==> config.mk <==
export PLATFORM = sky130hd
export DESIGN_NAME = tlic_ctrl
export DESIGN_NICKNAME = d
export VERILOG_FILES = /design/src/tlic_pkg.sv /design/src/tlic_ctrl.sv
export SDC_FILE = /design/constraint.sdc
export NUM_CORES = 1
export LEC_CHECK = 0
export ABC_AREA = 1
export BUFFER_PORTS_ARGS = -buffer_cell sky130_fd_sc_hd__buf_2
export CAP_MARGIN = 20
export CORE_ASPECT_RATIO = 1.5
export CORE_MARGIN = 4
export CORE_UTILIZATION = 40
export DETAILED_ROUTE_END_ITERATION = 6
export GPL_TIMING_DRIVEN = 0
export PLACE_DENSITY = 0.72
export SETUP_SLACK_MARGIN = 0.15
export SLEW_MARGIN = 20
export SYNTH_ARGS = -nofsm -noshare
export SYNTH_HDL_FRONTEND = slang
export SYNTH_SLANG_ARGS = --single-unit
==> constraint.sdc <==
create_clock -name mclk -period 2.2 [get_ports mclk]
set_clock_uncertainty 0.2 [all_clocks]
set_input_delay 0.33 -clock mclk [delete_from_list [all_inputs] [get_ports mclk]]
set_output_delay 0.33 -clock mclk [all_outputs]
set_load 0.02 [all_outputs]
==> src/tlic_pkg.sv <==
// Purpose: Shared constants of the two-level interrupt controller.
// Assumes: One system clock; sources are indexed by their fixed order.
// Notes: Cycle figures are counts of system clocks.
package tlic_pkg;
  // Vector layout: first source vector and spacing between vectors.
  localparam logic [15:0] VEC_BASE = 16'h0003;
  localparam logic [15:0] VEC_STEP = 16'h0008;
  localparam logic [15:0] RESET_VEC = 16'h0000;
  // Fixed order numbers of the sources handled specially.
  localparam int EXT_ZERO_IDX = 0;
  localparam int EXT_ONE_IDX = 2;
  localparam int PCA_IDX = 10;
  // Bit positions of the external pending flags in the timer control byte.
  localparam int TCR_EXT_ZERO_BIT = 1;
  localparam int TCR_EXT_ONE_BIT = 3;
  // Timing of the response path.
  localparam int CLK_PERIOD_NS = 5;
  localparam int DETECT_CYCLES = 1;
  localparam int LONG_VECTOR_CALL_CYCLES = 4;
  localparam int RETURN_FROM_INTERRUPT_CYCLES = 5;
  localparam int DIV_CYCLES = 8;
  localparam int MIN_RESPONSE = DETECT_CYCLES + LONG_VECTOR_CALL_CYCLES;
  localparam int MAX_RESPONSE = DETECT_CYCLES + RETURN_FROM_INTERRUPT_CYCLES + DIV_CYCLES + LONG_VECTOR_CALL_CYCLES;
  localparam int CNT_W = 3;
  // Values after reset.
  localparam logic RST_PRIO = 1'b0;
  localparam logic RST_ENABLE = 1'b0;
  // Vector call sequencer states.
  typedef enum logic [0:0] {TLIC_IDLE, TLIC_CALL} tlic_call_e;
endpackage

==> src/tlic_ctrl.sv <==
// Purpose: Two-level priority interrupt controller in front of an 8-bit core.
// Assumes: Pending flags and core strobes come from logic on mclk.
// Notes: The vector call is paced here; the core follows vec_req and the call.
`timescale 1ns/10ps

module tlic_ctrl #(
  parameter int NUM_SRC = 18,
  parameter int MATCH_W = 6
) (
  input wire logic mclk,
  input wire logic srst,
  input wire logic [NUM_SRC-1:0] src_flag,
  input wire logic ext_zero_set,
  input wire logic ext_one_set,
  input wire logic counter_overflow_flag,
  input wire logic [MATCH_W-1:0] module_match_flag,
  input wire logic pwm_overflow_flag,
  input wire logic prio_wr,
  input wire logic [NUM_SRC-1:0] prio_wdata,
  input wire logic en_wr,
  input wire logic [NUM_SRC-1:0] en_wdata,
  input wire logic instr_boundary,
  input wire logic return_from_interrupt,
  output logic [NUM_SRC-1:0] prio_level,
  output logic [NUM_SRC-1:0] enable_reg,
  output logic [7:0] timer_control_reg,
  output logic vec_req,
  output logic vec_high,
  output logic [$clog2(NUM_SRC)-1:0] vec_src,
  output logic [15:0] vec_addr,
  output logic call_busy,
  output logic routine_start,
  output logic active_high,
  output logic active_low
);
  localparam int IDX_W = $clog2(NUM_SRC);

  // The counter array source must exist, and enable bytes cap the count.
  if (NUM_SRC < tlic_pkg::PCA_IDX + 1 || NUM_SRC > 32)
  begin : g_bad_num_src
    $error("NUM_SRC out of range");
  end
  if (MATCH_W < 1 || MATCH_W > 8)
  begin : g_bad_match_w
    $error("MATCH_W out of range");
  end

  logic ext_zero_pending;
  logic ext_one_pending;
  logic next_ext_zero_pending;
  logic next_ext_one_pending;
  logic [NUM_SRC-1:0] next_prio_level;
  logic [NUM_SRC-1:0] next_enable_reg;
  logic [NUM_SRC-1:0] raw;
  logic [NUM_SRC-1:0] live;
  logic [NUM_SRC-1:0] elig_hi;
  logic [NUM_SRC-1:0] elig_lo;
  logic next_vec_req;
  logic next_vec_high;
  logic [IDX_W-1:0] next_vec_src;
  logic [15:0] next_vec_addr;
  logic grant;
  tlic_pkg::tlic_call_e state;
  tlic_pkg::tlic_call_e next_state;
  logic [tlic_pkg::CNT_W-1:0] cnt;
  logic [tlic_pkg::CNT_W-1:0] next_cnt;
  logic next_call_busy;
  logic next_routine_start;
  logic next_active_high;
  logic next_active_low;
  logic hi_any;
  logic next_hi_any;

  // Lowest set index of a mask; low order numbers win the arbitration.
  function automatic logic [IDX_W-1:0] first_set(input logic [NUM_SRC-1:0] m);
    logic [IDX_W-1:0] r;
    r = '0;
    for (int i = NUM_SRC - 1; i >= 0; i--)
    begin
      if (m[i])
      begin
        r = IDX_W'(i);
      end
    end
    return r;
  endfunction

  // Priority and enable bits are written whole by the core's register strobes.
  always_comb
  begin
    next_prio_level = prio_wr ? prio_wdata : prio_level;
    next_enable_reg = en_wr ? en_wdata : enable_reg;
  end

  always_ff @(posedge mclk)
  begin
    if (srst)
    begin
      prio_level <= {NUM_SRC{tlic_pkg::RST_PRIO}};
      enable_reg <= {NUM_SRC{tlic_pkg::RST_ENABLE}};
    end
    else
    begin
      prio_level <= next_prio_level;
      enable_reg <= next_enable_reg;
    end
  end

  // External flags are latched here; a new edge in the service cycle wins over the clear.
  always_comb
  begin
    next_ext_zero_pending = ext_zero_set ||
      (ext_zero_pending && !(grant && vec_src == IDX_W'(tlic_pkg::EXT_ZERO_IDX)));
    next_ext_one_pending = ext_one_set ||
      (ext_one_pending && !(grant && vec_src == IDX_W'(tlic_pkg::EXT_ONE_IDX)));
  end

  always_ff @(posedge mclk)
  begin
    if (srst)
    begin
      ext_zero_pending <= 1'b0;
      ext_one_pending <= 1'b0;
      timer_control_reg <= 8'h00;
    end
    else
    begin
      ext_zero_pending <= next_ext_zero_pending;
      ext_one_pending <= next_ext_one_pending;
      timer_control_reg <= 8'h00;
      timer_control_reg[tlic_pkg::TCR_EXT_ZERO_BIT] <= next_ext_zero_pending;
      timer_control_reg[tlic_pkg::TCR_EXT_ONE_BIT] <= next_ext_one_pending;
    end
  end

  // Decode runs every clock; the counter array flags are only read, never cleared here.
  always_comb
  begin
    raw = src_flag;
    raw[tlic_pkg::EXT_ZERO_IDX] = ext_zero_pending;
    raw[tlic_pkg::EXT_ONE_IDX] = ext_one_pending;
    raw[tlic_pkg::PCA_IDX] = counter_overflow_flag || (|module_match_flag) || pwm_overflow_flag;
    live = raw & enable_reg;
    // Levels are gated by their state after this clock, so a return frees its level at once.
    elig_hi = live & prio_level & {NUM_SRC{!next_active_high}};
    elig_lo = live & ~prio_level & {NUM_SRC{!next_active_high && !next_active_low}};
    next_hi_any = |elig_hi;
    next_vec_high = next_hi_any;
    next_vec_src = next_hi_any ? first_set(elig_hi) : first_set(elig_lo);
    next_vec_req = (|(elig_hi | elig_lo)) && !grant && state == tlic_pkg::TLIC_IDLE;
    next_vec_addr = tlic_pkg::VEC_BASE + tlic_pkg::VEC_STEP * 16'(next_vec_src);
  end

  always_ff @(posedge mclk)
  begin
    if (srst)
    begin
      vec_req <= 1'b0;
      vec_high <= 1'b0;
      vec_src <= '0;
      vec_addr <= tlic_pkg::RESET_VEC;
      hi_any <= 1'b0;
    end
    else
    begin
      vec_req <= next_vec_req;
      vec_high <= next_vec_high;
      vec_src <= next_vec_src;
      vec_addr <= next_vec_addr;
      hi_any <= next_hi_any;
    end
  end

  // A return ends its own instruction, so the call waits for the following boundary.
  assign grant = vec_req && instr_boundary && !return_from_interrupt &&
    state == tlic_pkg::TLIC_IDLE;

  // The grant clock is the first call clock; three more follow before the routine starts.
  always_comb
  begin
    next_state = state;
    next_cnt = cnt;
    next_routine_start = 1'b0;
    next_active_high = active_high;
    next_active_low = active_low;
    unique case (state)
      tlic_pkg::TLIC_IDLE:
      begin
        if (grant)
        begin
          next_state = tlic_pkg::TLIC_CALL;
          next_cnt = tlic_pkg::CNT_W'(tlic_pkg::LONG_VECTOR_CALL_CYCLES - 1);
          if (vec_high)
          begin
            next_active_high = 1'b1;
          end
          else
          begin
            next_active_low = 1'b1;
          end
        end
      end
      tlic_pkg::TLIC_CALL:
      begin
        if (cnt == tlic_pkg::CNT_W'(1))
        begin
          next_state = tlic_pkg::TLIC_IDLE;
          next_routine_start = 1'b1;
        end
        else
        begin
          next_cnt = cnt - tlic_pkg::CNT_W'(1);
        end
      end
    endcase
    // A return closes the innermost routine, which is the high one when both run.
    if (return_from_interrupt && !grant)
    begin
      if (active_high)
      begin
        next_active_high = 1'b0;
      end
      else
      begin
        next_active_low = 1'b0;
      end
    end
    next_call_busy = next_state == tlic_pkg::TLIC_CALL;
  end

  always_ff @(posedge mclk)
  begin
    if (srst)
    begin
      state <= tlic_pkg::TLIC_IDLE;
      cnt <= '0;
      call_busy <= 1'b0;
      routine_start <= 1'b0;
      active_high <= 1'b0;
      active_low <= 1'b0;
    end
    else
    begin
      state <= next_state;
      cnt <= next_cnt;
      call_busy <= next_call_busy;
      routine_start <= next_routine_start;
      active_high <= next_active_high;
      active_low <= next_active_low;
    end
  end
endmodule // tlic_ctrl

==> results.py, run 1 <==
metrics = {
    "clocking": {
        "worstSkewPairLatency_ns": 0.33,
        "clk_pin_slew_ns": 0.10,
        "clockBufferDepth": 2,
        "cts_tree": "built",
        "cts_sinks": 53,
        "htreeDepth": 2,
        "root_buffer": "clkbuf_8",
        "cts_hold_buf": 0,
        "cts_buffers": 5,
    },
    "outcome": {
        "outcome": "finished with violations",
        "violations": "negative setup slack",
    },
    "power": {
        "power_per_cell_area_nw_per_um2": 620,
        "ir_worst_vdd_uv": 335,
        "p_total_mw": 2.55,
        "leakage_nw": 2.09,
    },
    "global_routing": {
        "grt_util_met2_pct": 38.4,
        "grt_pass1_vias": 3085,
        "grt.busiest_layer": "met2",
        "use_met1_pct": 22.2,
        "grt_overflow": 0,
        "antenna_found_initial": 0,
        "grt_usage_pct": 20.5,
        "grt_pass1_wl_microns": 14300,
        "grt_max_degree": 16,
        "grtUsageMet3_pct": 2.97,
    },
    "timing": {
        "worst_slew_pin_slew_ns": 0.576,
        "finalHoldViolations": 0,
        "drv_slew": 0,
        "fin_crit_ns": 2.26,
        "holdWs_ns": 0.0187,
        "tns_ns": -0.104,
        "fmax_mhz": 443,
        "relSlewSlack_pct": 61.6,
        "finalSetupViolCount": 4,
        "rsz0062_at_grt": "yes",
        "finalWorstSetupSlack_ns": -0.0577,
        "final.period_utilization_pct": 103,
    },
    "routing": {
        "drt_pass1_iterations": 7,
        "wire_per_inst_microns": 13.7,
        "vias": 3261,
        "initialDrtViolationCount": 177,
        "ant_nets": 0,
        "drc": 0,
        "vias_per_cell": 4.87,
        "drt-total-wl_microns": 9190,
    },
    "die": {
        "rows": 37,
        "start_util_pct": 41.5,
        "die-area_sq_um": 8660,
        "io-pin-count": 141,
        "die_height_microns": 112,
        "core_region_area_sq_um": 6940,
        "die_x_microns": 77.3,
    },
    "setup_path": {
        "worstPathRequired_ns": 2.25,
        "cp-end-kind": "flip-flop",
        "cp.arrival_ns": 2.31,
        "critPathKind": "reg2reg",
        "worstSetupStartpointType": "flip-flop",
        "path_max_fanout": 5,
        "r2r_cells": 13,
    },
    "placement": {
        "placedCellCount": 641,
        "io_buffers": 121,
        "post-place-ws_ns": -0.261,
        "gp_congestion": 0.938,
        "place_hpwl_microns": 7140,
        "placed_cell_area_sq_um": 3640,
    },
    "run": {
        "drv_cap": 0,
    },
    "synth": {
        "postSynthRegisterBits": 53,
        "avgSynthCellArea_sq_um": 6.74,
        "yosys_warnings": 0,
        "syn_area_sq_um": 2890,
        "ys_seq_area_share_pct": 36.8,
        "netlist_instances": 428,
        "yosysUniqueCellTypes": 35,
    },
    "cells_and_area": {
        "fin_util_pct": 59.3,
        "fin_nets": 663,
        "antenna_cells": 0,
        "area_growth_pct": 42.7,
        "fin_area_sq_um": 4120,
        "fill_cells": 677,
        "drive_gt1_share_pct": 37.5,
        "instances_no_fill": 670,
    },
    "hold_path": {
        "hp-class": "in2reg",
        "hold_depth": 3,
    },
}
[placed cells by master (no fill, tap or decap), types with 6 or more instances in the layout]
| master | Yosys | final |
|---|---|---|
| buf_2 | 0 | 121 |
| conb_1 | 1 | 15 |
| dfxtp_1 | 53 | 49 |
| clkbuf_1 | 11 | 12 |
| buf_4 | 23 | 41 |
| a21oi_1 | 24 | 23 |
| nor3_2 | 3 | 10 |
| nand2_2 | 5 | 6 |
| nand3_1 | 7 | 6 |
| o21ai_0 | 43 | 43 |
| clkbuf_8 | 0 | 6 |
| nand2_1 | 71 | 68 |
| inv_1 | 52 | 50 |
| nand4_1 | 6 | 6 |
| nor2_1 | 73 | 68 |
| nor3_1 | 21 | 14 |
[cell type report]
class	instances	area (sq um)	area share (%)
Buffer	36	244	5.93
Clock buffer	7	86.3	2.10
Timing Repair Buffer	142	805	19.5
Inverter	55	214	5.20
Clock inverter	1	30.0	0.729
Multi-Input combinational cell	298	1570	38.1
Tap cell	78	97.6	2.37
Sequential cell	53	1070	26.0
[per-layer routing]
layer | vias up | share of wire (%)
met5 | - | 0
met4 | 0 | 3.4
met3 | 20 | 5.1
met2 | 117 | 53
met1 | 1466 | 38
li1 | 1658 | -
[synth_stat cells]
master      n  share of area [%]
nor2_1     73                9.5
nor2_2      4               0.87
and2_4      2               0.61
clkbuf_1   11                1.4
conb_1      1               0.13
o211ai_1    1               0.26
nor3_2      3                1.0
and2_1      1               0.22
nor2_4      1               0.39
nand2_4     3                1.2
nor4_1      3               0.65
a311oi_1    1               0.30
o22ai_1     1               0.22
inv_2       1               0.13
clkinv_1    1               0.13
nand3_2     1               0.35
inv_4       1               0.22
o31ai_1     3               0.78
nor4_4      1               0.74
o21ai_0    43                7.5
a21oi_1    24                4.2
nand2_2     5                1.1
o21ai_1     2               0.35
ha_1        2               0.87
a31oi_1     1               0.22
dfxtp_1    53                 37
o22ai_2     1               0.43
buf_6       2               0.78
nand4_1     6                1.3
nor3_1     21                3.6
inv_1      52                6.8
nand2_1    71                9.2
nand3_1     7                1.2
buf_4      23                6.0
o2111ai_1   2               0.61
[cell families after synthesis]
kind of cell    count (synthesis)  synth area share, %
other cells                     1                0.130
flops                          53                 36.8
buf+inv                        91                 15.4
simple gates                  202                 32.0
fa+ha+maj                       2                0.867
compound gates                 79                 14.8
[worst paths after layout]
path                  startpoint                     endpoint  slack, ns
max             state$_SDFF_PP0_        vec_src[0]$_SDFF_PP0_      -0.06
min                 en_wdata[12]  enable_reg[12]$_SDFFE_PP0P_       0.02
min reg2reg  cnt[2]$_SDFFE_PP0P_          cnt[2]$_SDFFE_PP0P_       0.28
max reg2reg     state$_SDFF_PP0_        vec_src[0]$_SDFF_PP0_      -0.06
[report_power, final]
group          leakage [nW]  switching [mW]  internal [mW]
Sequential            0.441          0.0547           1.03
Combinational          1.59           0.456          0.305
Clock                0.0585           0.331          0.371
[timing repair]
item                       4_1_cts  5_1_grt
buffers inserted                17        2
resized for setup               21       19
cloned                           1        1
pin swaps                       15       12
hold endpoints to repair         0        0
setup endpoints to repair        7        7
[critical path, cell delays in order, from the launching register on]
cell and delay [ns]:
dfxtp_4 0.36, nor2_4 0.14, nand3_4 0.12, nand2_8 0.11, clkbuf_16 0.15, nor3_2 0.04
nor2_2 0.15, nand2_2 0.14, buf_4 0.17, nor3_2 0.19, nand2_1 0.12, nor2_1 0.11
nand2_1 0.06, a21oi_1 0.12
No activity file was read; power rests on OpenSTA's default activity.
==> inputs of run 2 (changes only) <==
CAP_MARGIN = 15   (was 20)
CELL_PAD_IN_SITES_DETAIL_PLACEMENT = 0   (was default)
CELL_PAD_IN_SITES_GLOBAL_PLACEMENT = 1   (was default)
CORE_ASPECT_RATIO = 2   (was 1.5)
CORE_UTILIZATION = 31   (was 40)
PLACE_DENSITY = 0.81   (was 0.72)
==> run 2 against run 1 <==
Wire length up 13%. Non-clock buffer count up 6. The flow still finishes with violations (negative setup slack). Largest cell class unchanged. Combinational power up 5.8%. Die area up 27%. Core utilization down 11 points. Highest routed layer unchanged. Via count up 2.0%. Worst setup slack worse by 0.025 ns. Flip-flop and latch count unchanged.
==> results.py, run 2 (same netlist as run 1, synthesis figures left out) <==
metrics = {
    "outcome": {
        "outcome": "finished with violations",
        "violations": "negative setup slack",
    },
    "setup_path": {
        "crit_path_end": "vec_src[1]$_SDFF_PP0_",
        "critPathKind": "reg2reg",
        "cp-end-kind": "flip-flop",
        "path_max_fanout": 7,
        "worstSetupStartpointType": "flip-flop",
        "r2r_end": "vec_src[1]$_SDFF_PP0_",
        "cp.arrival_ns": 2.31,
        "startpoint": "vec_high$_SDFF_PP0_",
        "r2r_cells": 14,
        "r2r_slack_ns": -0.08,
        "worstPathRequired_ns": 2.23,
        "r2r_start": "vec_high$_SDFF_PP0_",
    },
    "timing": {
        "drv_slew": 0,
        "fmax_mhz": 438,
        "holdWs_ns": 0.0386,
        "rsz0062_at_grt": "yes",
        "finalSetupViolCount": 6,
        "finalHoldViolations": 0,
        "final.period_utilization_pct": 104,
        "finalWorstSetupSlack_ns": -0.0825,
        "worst_slew_pin_slew_ns": 0.595,
        "fin_crit_ns": 2.28,
        "tns_ns": -0.283,
        "relSlewSlack_pct": 60.3,
    },
    "global_routing": {
        "grt_usage_pct": 17.8,
        "grt_pass1_vias": 3394,
        "grt_overflow": 0,
        "grt_max_degree": 17,
        "grt_pass1_wl_microns": 15600,
        "antenna_found_initial": 1,
    },
    "clocking": {
        "worstSkewPairLatency_ns": 0.30,
        "cts_sinks": 53,
        "cts_tree": "built",
        "cts_buffers": 5,
        "root_buffer": "clkbuf_16",
        "htreeDepth": 2,
        "clk_pin_slew_ns": 0.07,
        "cts_hold_buf": 0,
        "clockBufferDepth": 2,
    },
    "routing": {
        "vias_per_cell": 4.75,
        "ant_nets": 0,
        "drt-total-wl_microns": 10300,
        "wire_per_inst_microns": 14.8,
        "vias": 3327,
        "drt_pass1_iterations": 4,
        "drc": 0,
        "initialDrtViolationCount": 196,
    },
    "cells_and_area": {
        "fill_cells": 954,
        "layout_common_cells": "buf_2 (121), nand2_1 (67), nor2_1 (62), dfxtp_1 (49), inv_1 (48)",
        "fin_nets": 669,
        "drive_gt1_share_pct": 41.6,
        "instances_no_fill": 701,
        "fin_util_pct": 48.2,
        "final_common_cell": "buf_2",
        "area_growth_pct": 50.5,
    },
    "power": {
        "ir_worst_vdd_uv": 394,
        "leakage_nw": 2.17,
        "p_int_mw": 1.82,
        "p_clk_share_pct": 30.3,
        "switchingPower_mw": 0.907,
        "swShare_pct": 33.3,
        "p_seq_share_pct": 40.2,
        "power_frac_comb_pct": 29.6,
        "power_per_cell_area_nw_per_um2": 628,
    },
    "placement": {
        "placedCellCount": 665,
        "place_hpwl_microns": 8020,
        "io_buffers": 121,
        "post-place-ws_ns": -0.144,
        "gp_congestion": 0.857,
    },
    "hold_path": {
        "hp-class": "in2reg",
        "hold_depth": 3,
    },
    "die": {
        "io-pin-count": 141,
        "start_util_pct": 32.0,
        "die_x_microns": 76.2,
        "die-area_sq_um": 11000,
        "rows": 49,
        "core_region_area_sq_um": 9010,
        "die_height_microns": 144,
    },
    "run": {
        "drv_cap": 0,
    },
}
## run 2: cell types whose count changed in the layout (fill, tap and decap cells not counted), moves of 2 or more
| cell | change |
|---|---|
| clkbuf_16 | +5 |
| inv_2 | +2 |
| nor3_1 | -10 |
| nor3_2 | +2 |
| nand2_4 | +2 |
| nor2_2 | +7 |
| buf_4 | +6 |
| nor3_4 | +8 |
| clkbuf_8 | -5 |
| inv_1 | -2 |
| nor2_1 | -6 |
## run 2: per-layer routing
layer | wire length, microns | GRT usage, % | vias up | share of wire, %
li1 | - | - | 1670 | -
met1 | 3440 | 16.2 | 1515 | 33
met2 | 5910 | 35.7 | 111 | 57
met3 | 571 | 3.74 | 31 | 5.5
met4 | 420 | 9.22 | 0 | 4.1
met5 | 0 | 0 | - | 0
## run 2: what timing repair did
action	in CTS	in global routing
setup buffers	12	13
cloned	1	1
pin swaps	11	28
endpoints found under the setup margin	7	7
gates resized for setup	27	37
## run 2: power by group through the flow
stage / registers [mW] / clock network, mW / logic, mW
after floorplan: 1.19 / 0 / 0.364
after global placement: 1.11 / 0 / 0.662
after detailed placement: 1.12 / 0 / 0.668
after CTS: 1.09 / 0.840 / 0.730
after global routing: 1.11 / 0.873 / 0.882
final: 1.10 / 0.825 / 0.806
## run 2: worst min-delay path by stage
stage	startpoint	endpoint	slack [ns]
3_5_place_dp	cnt[2]$_SDFFE_PP0P_	cnt[2]$_SDFFE_PP0P_	0.28
2_1_floorplan	srst	vec_req$_SDFF_PP0_	0.20
5_1_grt	srst	vec_req$_SDFF_PP0_	0.05
4_1_cts	ext_one_set	timer_control_reg[3]$_SDFF_PP0_	0.04
6_report	ext_one_set	timer_control_reg[3]$_SDFF_PP0_	0.04
3_3_place_gp	cnt[2]$_SDFFE_PP0P_	cnt[2]$_SDFFE_PP0P_	0.26
## run 2: critical path: stages (launching register included)
cell and delay [ns]:
dfxtp_2 0.34, inv_2 0.04, nor2_2 0.10, nand3_2 0.12, nand2_4 0.16, inv_8 0.06, nand2_8 0.09, buf_8 0.15
nor3_4 0.05, nor2_2 0.14, nand2_2 0.10, nor4_4 0.35, buf_4 0.17, nand2_2 0.05, a21oi_2 0.09
## run 2: stage by stage
step                power, mW  instance area [sq um]
global placement         1.78                   3670
floorplan                1.55                   2940
detailed placement       1.79                   3670
global route             2.86                   4340
finish                   2.73                   4340
CTS                      2.66                   4060
## run 2: cell type report
cell class / instances / area, sq um / area share (%)
multi-input cells: 298 / 1680 / 38.6
flip-flops and latches: 53 / 1070 / 24.6
repair buffers: 148 / 858 / 19.8
plain buffers: 36 / 244 / 5.62
inverters: 55 / 214 / 4.93
clock buffers: 6 / 139 / 3.20
well taps: 102 / 128 / 2.94
clock inverters: 2 / 13.8 / 0.317
diodes: 1 / 2.50 / 0.0576
